--- config.mk ---
export PLATFORM = sky130hd
export DESIGN_NAME = cbs_seq
export DESIGN_NICKNAME = d
export VERILOG_FILES = /design/src/hw/cbs_seq.v
export VERILOG_INCLUDE_DIRS = /design/src /design/src/hw
export SDC_FILE = /design/constraint.sdc
export NUM_CORES = 1
export LEC_CHECK = 0
export ABC_AREA = 1
export BUFFER_PORTS_ARGS = -buffer_cell sky130_fd_sc_hd__buf_4
export CAP_MARGIN = 0
export CORE_MARGIN = 2
export CORE_UTILIZATION = 43
export CTS_CLUSTER_SIZE = 40
export DETAILED_ROUTE_END_ITERATION = 8
export SLEW_MARGIN = 20
export SYNTH_ARGS = -nofsm -noshare
export SYNTH_HDL_FRONTEND = slang
export SYNTH_SLANG_ARGS = --single-unit
--- constraint.sdc ---
create_clock -name CLK -period 3.1 [get_ports CLK]
set_input_delay 0.155 -clock CLK [delete_from_list [all_inputs] [get_ports CLK]]
set_output_delay 0.155 -clock CLK [all_outputs]
set_load 0.03 [all_outputs]
--- src/hw/cbs_defs.vh ---
// Constants for the bus cycle sequencer: operation codes, cycle counts, fixed addresses
`ifndef CBS_DEFS_VH
`define CBS_DEFS_VH

// ------------------------------------------------------------
// Operation codes on the OP port
// ------------------------------------------------------------
`define CBS_OP_WAIT 3'h0
`define CBS_OP_MUL 3'h1
`define CBS_OP_RTI 3'h2
`define CBS_OP_SWI 3'h3
`define CBS_OP_BSR 3'h4
`define CBS_OP_BR 3'h5

// ------------------------------------------------------------
// Length of each sequence in bus cycles
// ------------------------------------------------------------
`define CBS_LEN_WAIT 4'h9
`define CBS_LEN_MUL 4'hA
`define CBS_LEN_RTI 4'hA
`define CBS_LEN_SWI 4'hC
`define CBS_LEN_BSR 4'h6
`define CBS_LEN_BR 4'h3

// ------------------------------------------------------------
// Fixed addresses and offsets
// ------------------------------------------------------------
`define CBS_ADDR_IDLE 16'hFFFF
`define CBS_ADDR_VEC_HI 16'hFFFA
`define CBS_ADDR_VEC_LO 16'hFFFB
`define CBS_STACK_FRAME 16'h0007
`define CBS_BSR_SP_DROP 16'h0002
`define CBS_STACK_BASE_CYC 4'h3

`endif

--- src/hw/cbs_seq.v ---
// Bus cycle sequencer for wait, multiply, interrupt return/entry and relative branches
// Notes on behaviour
// (RL1) Wait cycles 5-9 write X low, X high, A, B, CC at SP-2 down to SP-6.
// (RL2) Halted in wait, repeat reads at original SP minus seven.
// (RL3) Halted in wait, address and read/write keep driving; the data output enable stays off.
// (RL4) Internal cycles are dummy reads of FFFF: multiply 3-10, branch cycle 3.
// (RL5) Return-from-interrupt: fetch, PC+1, SP, then CC,B,A,XH,XL from SP+1..+5.
// (RL6) Return cycles 9,10 read resume PC high at SP+6, low at SP+7.
// (RL7) Software interrupt: 12 cycles, writes PC lo/hi, X lo/hi, A, B, CC at SP..SP-6.
// (RL8) Software interrupt cycle 10 dummy read SP-7, then vector FFFA, FFFB.
// (RL9) Subroutine branch: fetch, offset, dummy, target fetch, return lo at SP, hi SP-1.
// (RL10) Read/write low only in stacking writes; high on every other cycle.
`timescale 1ns/100ps
`default_nettype none
`include "cbs_defs.vh"

module cbs_seq (
  // Clock and reset
  input wire CLK,
  input wire NRST,
  // Instruction request
  input wire START,
  input wire [2:0] OP,
  input wire BR_TAKEN,
  input wire WAKE,
  // Register state at instruction start
  input wire [15:0] PC_IN,
  input wire [15:0] SP_IN,
  input wire [15:0] X_IN,
  input wire [7:0] A_IN,
  input wire [7:0] B_IN,
  input wire [7:0] CC_IN,
  // Memory bus
  input wire [7:0] DATA_IN,
  output reg [15:0] ADDR,
  output reg RW,
  output reg [7:0] DATA_OUT,
  output reg DATA_OE_N,
  // Status and results
  output reg BUSY,
  output reg HALTED,
  output reg DONE,
  output reg [15:0] NEXT_PC,
  output reg [15:0] SP_OUT,
  output reg [15:0] X_OUT,
  output reg [7:0] A_OUT,
  output reg [7:0] B_OUT,
  output reg [7:0] CC_OUT
);

  // ------------------------------------------------------------
  // States
  // ------------------------------------------------------------
  localparam ST_IDLE = 2'h0;
  localparam ST_RUN = 2'h1;
  localparam ST_HALT = 2'h2;

  reg [1:0] state_q;
  reg [3:0] cyc_q;
  reg [2:0] op_q;
  reg [15:0] pc_q, sp_q, x_q, tgt_q, prod_q;
  reg [7:0] a_q, b_q, cc_q, hi_q;

  // ------------------------------------------------------------
  // Bus cycle tables
  // ------------------------------------------------------------
  // Sequence length per operation
  function [3:0] seq_len(input [2:0] op);
    begin
      case (op)
        `CBS_OP_WAIT: seq_len = `CBS_LEN_WAIT;
        `CBS_OP_MUL: seq_len = `CBS_LEN_MUL;
        `CBS_OP_RTI: seq_len = `CBS_LEN_RTI;
        `CBS_OP_SWI: seq_len = `CBS_LEN_SWI;
        `CBS_OP_BSR: seq_len = `CBS_LEN_BSR;
        default: seq_len = `CBS_LEN_BR;
      endcase
    end
  endfunction

  // True for cycles that push onto the stack
  function is_write(input [2:0] op, input [3:0] c);
    begin
      // (RL10) write only when stacking
      case (op)
        `CBS_OP_WAIT: is_write = (c >= 4'h3) && (c <= 4'h9);
        `CBS_OP_SWI: is_write = (c >= 4'h3) && (c <= 4'h9);
        `CBS_OP_BSR: is_write = (c == 4'h5) || (c == 4'h6);
        default: is_write = 1'b0;
      endcase
    end
  endfunction

  // Address presented in cycle c; fetch and operand byte lead every sequence
  function [15:0] bus_addr(input [2:0] op, input [3:0] c, input [15:0] pc, input [15:0] sp,
    input [15:0] tgt);
    reg [15:0] k;
    begin
      k = {12'h000, c - `CBS_STACK_BASE_CYC};
      case (op)
        // (RL1) stack walk down
        `CBS_OP_WAIT: bus_addr = sp - k;
        // (RL7) (RL8) stack walk down, then vector
        `CBS_OP_SWI: bus_addr = (c == 4'hB) ? `CBS_ADDR_VEC_HI :
          ((c == 4'hC) ? `CBS_ADDR_VEC_LO : (sp - k));
        // (RL5) (RL6) stack walk up
        `CBS_OP_RTI: bus_addr = sp + k;
        // (RL9) target fetch, then return push
        `CBS_OP_BSR: bus_addr = (c == 4'h4) ? tgt : ((c == 4'h5) ? sp :
          ((c == 4'h6) ? (sp - 16'h0001) : `CBS_ADDR_IDLE));
        // (RL4) internal dummy reads
        default: bus_addr = `CBS_ADDR_IDLE;
      endcase
      if (c == 4'h1) begin
        bus_addr = pc;
      end else if (c == 4'h2) begin
        bus_addr = pc + 16'h0001;
      end
    end
  endfunction

  // Byte driven on writes
  function [7:0] bus_data(input [2:0] op, input [3:0] c, input [15:0] ret, input [15:0] x,
    input [7:0] a, input [7:0] b, input [7:0] cc);
    begin
      case (c)
        4'h3: bus_data = ret[7:0];
        4'h4: bus_data = ret[15:8];
        4'h5: bus_data = (op == `CBS_OP_BSR) ? ret[7:0] : x[7:0];
        4'h6: bus_data = (op == `CBS_OP_BSR) ? ret[15:8] : x[15:8];
        4'h7: bus_data = a;
        4'h8: bus_data = b;
        4'h9: bus_data = cc;
        default: bus_data = 8'h00;
      endcase
    end
  endfunction

  // Return address pushed by the operation
  wire [15:0] ret_addr = (op_q == `CBS_OP_BSR) ? (pc_q + 16'h0002) : (pc_q + 16'h0001);
  wire [3:0] cyc_nx = cyc_q + 4'h1;
  wire wr_nx = is_write(op_q, cyc_nx);
  wire last_cyc = (cyc_q == seq_len(op_q));
  wire [15:0] tgt_calc = pc_q + 16'h0002 + {{8{DATA_IN[7]}}, DATA_IN};

  // ------------------------------------------------------------
  // Sequencer
  // ------------------------------------------------------------
  // One bus cycle per clock; bus outputs are set for the cycle being entered
  always @(posedge CLK or negedge NRST) begin
    if (!NRST) begin
      state_q <= ST_IDLE;
      cyc_q <= 4'h0;
      op_q <= 3'h0;
      pc_q <= 16'h0000;
      sp_q <= 16'h0000;
      x_q <= 16'h0000;
      a_q <= 8'h00;
      b_q <= 8'h00;
      cc_q <= 8'h00;
      tgt_q <= 16'h0000;
      hi_q <= 8'h00;
      prod_q <= 16'h0000;
      ADDR <= `CBS_ADDR_IDLE;
      RW <= 1'b1;
      DATA_OUT <= 8'h00;
      DATA_OE_N <= 1'b1;
      BUSY <= 1'b0;
      HALTED <= 1'b0;
      DONE <= 1'b0;
      NEXT_PC <= 16'h0000;
      SP_OUT <= 16'h0000;
      X_OUT <= 16'h0000;
      A_OUT <= 8'h00;
      B_OUT <= 8'h00;
      CC_OUT <= 8'h00;
    end else begin
      DONE <= 1'b0;
      case (state_q)
        ST_IDLE: begin
          ADDR <= `CBS_ADDR_IDLE;
          RW <= 1'b1;
          DATA_OE_N <= 1'b1;
          if (START) begin
            state_q <= ST_RUN;
            cyc_q <= 4'h1;
            op_q <= OP;
            pc_q <= PC_IN;
            sp_q <= SP_IN;
            x_q <= X_IN;
            a_q <= A_IN;
            b_q <= B_IN;
            cc_q <= CC_IN;
            prod_q <= {8'h00, A_IN} * {8'h00, B_IN};
            ADDR <= PC_IN;
            BUSY <= 1'b1;
          end
        end
        ST_RUN: begin
          // Capture read data of the cycle now ending
          if (cyc_q == 4'h2) begin
            tgt_q <= tgt_calc;
          end
          if (op_q == `CBS_OP_RTI) begin
            // (RL5) restore registers from stack
            case (cyc_q)
              4'h4: cc_q <= DATA_IN;
              4'h5: b_q <= DATA_IN;
              4'h6: a_q <= DATA_IN;
              4'h7: x_q[15:8] <= DATA_IN;
              4'h8: x_q[7:0] <= DATA_IN;
              4'h9: hi_q <= DATA_IN;
              default: hi_q <= hi_q;
            endcase
          end
          if ((op_q == `CBS_OP_SWI) && (cyc_q == 4'hB)) begin
            hi_q <= DATA_IN;
          end
          if (last_cyc && (op_q == `CBS_OP_WAIT)) begin
            // (RL2) (RL3) halt with bus still driven, repeating reads
            state_q <= ST_HALT;
            HALTED <= 1'b1;
            ADDR <= sp_q - `CBS_STACK_FRAME;
            RW <= 1'b1;
            DATA_OE_N <= 1'b1;
            DATA_OUT <= 8'h00;
          end else if (last_cyc) begin
            state_q <= ST_IDLE;
            BUSY <= 1'b0;
            DONE <= 1'b1;
            ADDR <= `CBS_ADDR_IDLE;
            RW <= 1'b1;
            DATA_OE_N <= 1'b1;
            DATA_OUT <= 8'h00;
            X_OUT <= x_q;
            A_OUT <= a_q;
            B_OUT <= b_q;
            CC_OUT <= cc_q;
            SP_OUT <= sp_q;
            NEXT_PC <= pc_q + 16'h0002;
            case (op_q)
              `CBS_OP_MUL: begin
                A_OUT <= prod_q[15:8];
                B_OUT <= prod_q[7:0];
                NEXT_PC <= pc_q + 16'h0001;
              end
              // (RL6) resume from restored address
              `CBS_OP_RTI: begin
                NEXT_PC <= {hi_q, DATA_IN};
                SP_OUT <= sp_q + `CBS_STACK_FRAME;
              end
              // (RL8) jump through vector
              `CBS_OP_SWI: begin
                NEXT_PC <= {hi_q, DATA_IN};
                SP_OUT <= sp_q - `CBS_STACK_FRAME;
              end
              `CBS_OP_BSR: begin
                NEXT_PC <= tgt_q;
                SP_OUT <= sp_q - `CBS_BSR_SP_DROP;
              end
              `CBS_OP_BR: NEXT_PC <= BR_TAKEN ? tgt_q : (pc_q + 16'h0002);
              default: NEXT_PC <= pc_q + 16'h0002;
            endcase
          end else begin
            cyc_q <= cyc_nx;
            ADDR <= bus_addr(op_q, cyc_nx, pc_q, sp_q, tgt_q); // Target held from offset cycle
            // (RL10) direction and data follow stacking writes only
            RW <= ~wr_nx;
            DATA_OE_N <= ~wr_nx;
            DATA_OUT <= wr_nx ? bus_data(op_q, cyc_nx, ret_addr, x_q, a_q, b_q, cc_q) : 8'h00;
          end
        end
        ST_HALT: begin
          // (RL2) reads continue until woken; the vector fetch lies outside
          ADDR <= sp_q - `CBS_STACK_FRAME;
          RW <= 1'b1;
          if (WAKE) begin
            state_q <= ST_IDLE;
            HALTED <= 1'b0;
            BUSY <= 1'b0;
            DONE <= 1'b1;
            SP_OUT <= sp_q - `CBS_STACK_FRAME;
            NEXT_PC <= pc_q + 16'h0001;
            X_OUT <= x_q;
            A_OUT <= a_q;
            B_OUT <= b_q;
            CC_OUT <= cc_q;
            ADDR <= `CBS_ADDR_IDLE;
          end
        end
        default: state_q <= ST_IDLE;
      endcase
    end
  end

endmodule
`default_nettype wire

* Yosys cells after proc, flatten, opt, wreduce, memory -nomap -nowiden
Cells that the tools add are included.
** Word-level totals
- Flip-flop bits (word level) :: 222
- Input bits :: 88
- Output and inout port bits :: 101
- Word-level logic and storage cells :: 205
** Cells by class
- Add/subtract/negate cells :: 11
- Multipliers :: 1
- Magnitude comparators :: 2
- Equality and inequality tests :: 40
- Mux-type cells :: 95
- Bitwise gates (word level) :: 1
- Reduce and logical (&&, ||, !) cells :: 29
** Operators by type and width (number)
- 16-bit two-way mux :: 24
- 8-bit two-way mux :: 30
- 16-bit one-hot mux with 2 select lines :: 4
- 16-bit one-hot mux with 4 select lines :: 2
- 16-bit one-hot mux with 3 select lines :: 2
- 8-bit one-hot mux with 2 select lines :: 6
- 8-bit one-hot mux with 7 select lines :: 1
- 4-bit by 3-bit equality test with 1-bit output (second input constant) :: 8
- 4-bit equality test (second input constant) :: 7
- 4-bit AND reduction :: 7
- 16-bit by 1-bit adder with 16-bit output (second input constant) :: 1
- 16-bit adder :: 1
- 16-bit by 2-bit adder with 16-bit output (second input constant) :: 1
- 16-bit by 3-bit adder with 16-bit output (second input constant) :: 1
- 16-bit by 4-bit adder with 16-bit output :: 1
- 8-bit by 8-bit multiplier with 16-bit output :: 1
- 4-bit one-hot mux with 4 select lines :: 1
- 16-bit by 1-bit subtractor with 16-bit output (second input constant) :: 1
- 16-bit by 2-bit subtractor with 16-bit output (second input constant) :: 1
- 16-bit by 3-bit subtractor with 16-bit output (second input constant) :: 1
- 16-bit by 4-bit subtractor with 16-bit output :: 1
- 2-bit inequality test (second input constant) :: 7
- 4-bit by 2-bit equality test with 1-bit output (second input constant) :: 3
- 4-bit two-way mux :: 3
- other kinds (30) :: 64

* Depth between registers and ports, before layout
- Word-level depth :: 11
- Mapped depth :: 24
- Gate-level depth less buffers :: 24

* Worst setup path before layout
Ideal clock, no wire load.
- Path type :: input to register
- From :: input B_IN[7]
- To :: register prod_q[14]
- Setup time :: 0.118 ns
- Arrival time :: 3.998 ns
- Data required time :: 2.982 ns
- Slack :: -1.016 ns
- Cell stages on the path :: 17
- Buffers on the path :: 1
- Path through :: clkbuf_1 nand2_1 fa_1 inv_1 fa_1 fa_1 fa_1 ha_1 a21oi_1 o21ai_0 a21oi_1 o21ai_0 a21oi_1 o21bai_1 or2_2 nand3_1 nand2_1
** Between the ends
- Word-level cells in the longest chain between the ends :: 1
** Ends and longest elaborated chain
- start: declaration :: RTL line cbs_seq.v:31 : input wire [7:0] B_IN,
- 8-bit by 8-bit multiplier with 16-bit output :: RTL line cbs_seq.v:194 : prod_q <= {8'h00, A_IN} * {8'h00, B_IN};
- end signal: assignment :: RTL line cbs_seq.v:194
- end: declaration :: RTL line cbs_seq.v:61 : reg [15:0] pc_q, sp_q, x_q, tgt_q, prod_q;
No other way between the ends.
A chain may end at the register's enable or synchronous reset.

* Final worst setup path
- From :: input B_IN[3]
- To :: register prod_q[14]
The elaborated chain is that of the path after synthesis.

==> results.txt <==
Multi-input logic area -> 11,000 um2
XOR/XNOR share of the synthesized area -> 0.0316
Largest area contributor in the netlist -> dfrtp_1
RR Startpoint -> cyc_q[0]$_DFFE_PN0P_
Top cells by area, synth -> dfrtp_1 30%, nand2_1 17%, o21ai_0 8.0%
Share of the synthesized area in the top cell type -> 0.297
Worst slew margin -> 0.345
Initial antenna violation count -> 0
Worst skew pair latency -> 570 ps
CTS buffer count -> 26
CTS tree -> built
Initial DRC Count -> 1,790
Starting Density -> 0.434
IO Count -> 189
Layout cells sized above 1 -> 0.264
Pre-antenna DRT Iters -> 6
RSZ-0062 raised after global routing -> true
Post-DRT Antenna Nets -> 0
Crit path from -> B_IN[3]
Async set or reset register ratio after synthesis -> 1.00
Hold Crit Class -> input port to flop
First-pass GRT wire length -> 116,000 um
Global-route usage over all layers -> 0.368
Storage cell area -> 5580 um2
Via count -> 19,500
Final worst path period need -> 3210 ps
Synth Warn # -> 0
Data required, critical path -> 3560 ps
Total grt overflow -> 0
Clock-pin slew on the worst setup and hold paths -> 70 ps
Largest net degree at the start of global routing -> 104
Placed Area -> 20,800 um2
CTS root buf -> clkbuf_16
Post-route core utilization -> 0.595
Period utilisation layout -> 1.04
Cell variety after synth -> 56
I/O Buffers -> 188
Layout Area Growth over Synthesis -> 37.2%
Die width -> 204 um
Post-synthesis compound-gate area fraction -> 0.172
Mux cell area share after synthesis -> 0.00131
# setup viols final -> 9
Post-Syn Area -> 17,200 um2
H-tree depth -> 1
Post-Synth Simple-Gate Area -> 0.273
Worst-margin pin slew -> 982 ps
Syn avg cell area -> 6.82 um2
Leak -> 0.0117 uW
HP Start -> A_IN[2]
Number of synthesized register bits -> 222
CP Data Arrival Time -> 3670 ps
Vias in the first global route -> 18,700
Critical path class -> input port to flop
Crit-path max FO -> 6
Final WL -> 77,600 um
Pwr Total -> 29,800 uW
DRC viols -> 0
Final Non-Filler Cells -> 3,496
Synth Flop Type -> dfrtp_1
Net Count, Synth -> 2,719
Outcome -> finished, violations left
Slew Limit Fails -> 0
Fmax achieved -> 311 MHz
Vias/cell -> 5.57
CP Launch Type -> input port
Clock sinks -> 222
Fin. Hold Viols -> 0
Filler cell count -> 3,785
Largest family of logic cells by synthesized area -> simple AND/OR/NAND/NOR gates
FP Rows -> 73
EDFF count, synth -> 0
Ant diodes -> 0
Hpwl dp -> 60,300 um
Fin worst setup slack -> -114 ps
Finished Cell Area -> 23,600 um2
Core area -> 39,500 um2
Failing checks -> setup timing
Nets -> 3,154
CTS Buffer Depth -> 3
Die area -> 41,500 um2
PwrDens -> 1270 nW/um2
CP Capture Type -> flop
Clk_skew -> 14.1 ps
Mapped Cells -> 2,517
Routed wire per std cell -> 22.2 um
Final GP Congestion -> 1.02
Max-Cap Viols -> 0
Placed Instances -> 3,360
Fraction of the yosys area taken by sequential cells -> 0.325
Peak supply drop -> 0.000588 V
Post-Synth Adder-Cell Area -> 0.100
Die height -> 204 um
==> power by group <==
group	switching [uW]	total [uW]	internal, uW
sequential	1300	5670	4370
clock	1350	3060	1710
combinational	13500	21100	7620
total	16200	29800	13700
==> sequential cells by signal, summed over array words and instances (netlist names), 16 cells and up <==
signal	cells
x_q	16
X_OUT	16
SP_OUT	16
NEXT_PC	16
prod_q	16
sp_q	16
ADDR	16
tgt_q	16
pc_q	16
==> worst max-delay path, stage by stage <==
cell and delay [ps]:
buf_6 100, nand2_1 70, fa_1 510, inv_2 40, fa_1 560, fa_1 440
fa_1 550, ha_4 230, a21oi_2 140, o21ai_2 80, a21oi_2 140, o21ai_2 90
a21oi_2 120, o21bai_1 90, or2_4 230, nand3_2 50, nand2_1 60
==> path summary, 6_finish.rpt <==
check / endpoint / cells past startpoint / slack, ps
max: prod_q[14]$_DFFE_PN0P_ / 17 / -110
min: a_q[2]$_DFFE_PN0P_ / 6 / 50
max reg2reg: ADDR[10]$_DFFE_PN1P_ / 25 / -60
min reg2reg: ADDR[10]$_DFFE_PN1P_ / 2 / 470
max in group asynchronous: B_OUT[7]$_DFFE_PN0P_ / 3 / 1970
min in group asynchronous: sp_q[5]$_DFFE_PN0P_ / 2 / 160
==> final cells by class <==
type                    instances  share of cell area
multi-input cells            1868               0.467
inverters                     309              0.0498
clock buffers                  37              0.0324
repair buffers                525               0.184
clock inverters                10             0.00250
flip-flops and latches        222               0.237
well taps                     525              0.0279
==> cells by family after synthesis <==
kind of cell,after synthesis
XOR/XNOR,62
AO/OA/AOI/OAI,545
multiplexers,2
flip-flops,222
adder cells (fa/ha/maj),114
AND/OR/NAND/NOR,1145
buffers and inverters,427
==> per-stage QoR <==
step / TNS [ps] / worst slack (ps) / hold WS, ps
floorplan: -2830 / -614 / -141
global placement: -10420 / -769 / 286
detailed placement: -10950 / -828 / 295
CTS: -430 / -165 / 40.1
global route: -2500 / -288 / 86.7
finish: -434 / -114 / 53.0
==> layer usage <==
layer | share of wire | track usage
met4 | 0.053 | 0.160
met1 | 0.42 | 0.508
met2 | 0.45 | 0.586
met3 | 0.078 | 0.0405
met5 | 0 | 0
==> cells in the final DEF, fill, tap and decap left out, types with 7 or more instances in the layout <==
cell type	instances
nand2_2	77
a21oi_2	19
buf_6	20
a31oi_1	24
o21ai_1	60
dfrtp_1	201
nand2_1	708
nand2_4	10
ha_4	20
a21oi_1	105
o221ai_1	8
o22ai_1	22
clkinv_1	8
nor3_1	26
or2_2	17
o21ai_0	252
buf_4	424
xor2_1	44
inv_1	266
nor2_1	136
inv_2	31
ha_1	54
a21oi_4	9
nand4_1	22
nor2_4	10
o211ai_1	7
clkbuf_16	27
buf_12	9
xor2_2	9
fa_1	36
dfstp_2	18
nand3_2	20
nand3_1	94
dlygate4sd3_1	69
==> synthesized netlist by cell type (3+ instances only) <==
master / count
clkinv_1: 8
xnor2_1: 6
a21oi_1: 132
o211ai_1: 7
inv_1: 292
buf_1: 4
buf_4: 4
a211oi_1: 3
o31ai_1: 5
buf_2: 19
o2111ai_1: 4
nand3_1: 115
clkbuf_1: 86
nand2_2: 5
nand4_1: 22
fa_1: 39
o21ai_0: 275
or2_2: 20
ha_1: 75
a31oi_1: 25
nor4_1: 4
o21ai_1: 42
nor3_1: 33
nand2_4: 3
nor2_1: 148
dfrtp_1: 204
clkbuf_2: 3
o22a_1: 3
xor2_1: 56
a221oi_1: 3
inv_2: 7
a22oi_1: 3
o221ai_1: 8
dfstp_2: 18
o22ai_1: 22
nand2_1: 787
nor2_4: 3
==> timing repair <==
action / CTS / global route
resized for setup: 80 / 198
hold buffers: 69 / 0
buffers inserted: 5 / 17
setup endpoints to repair: 21 / 26
hold endpoints to repair: 171 / 0
cloned: 0 / 0
pin swaps: 44 / 102
Note: power is estimated with default switching activity, not from simulation.
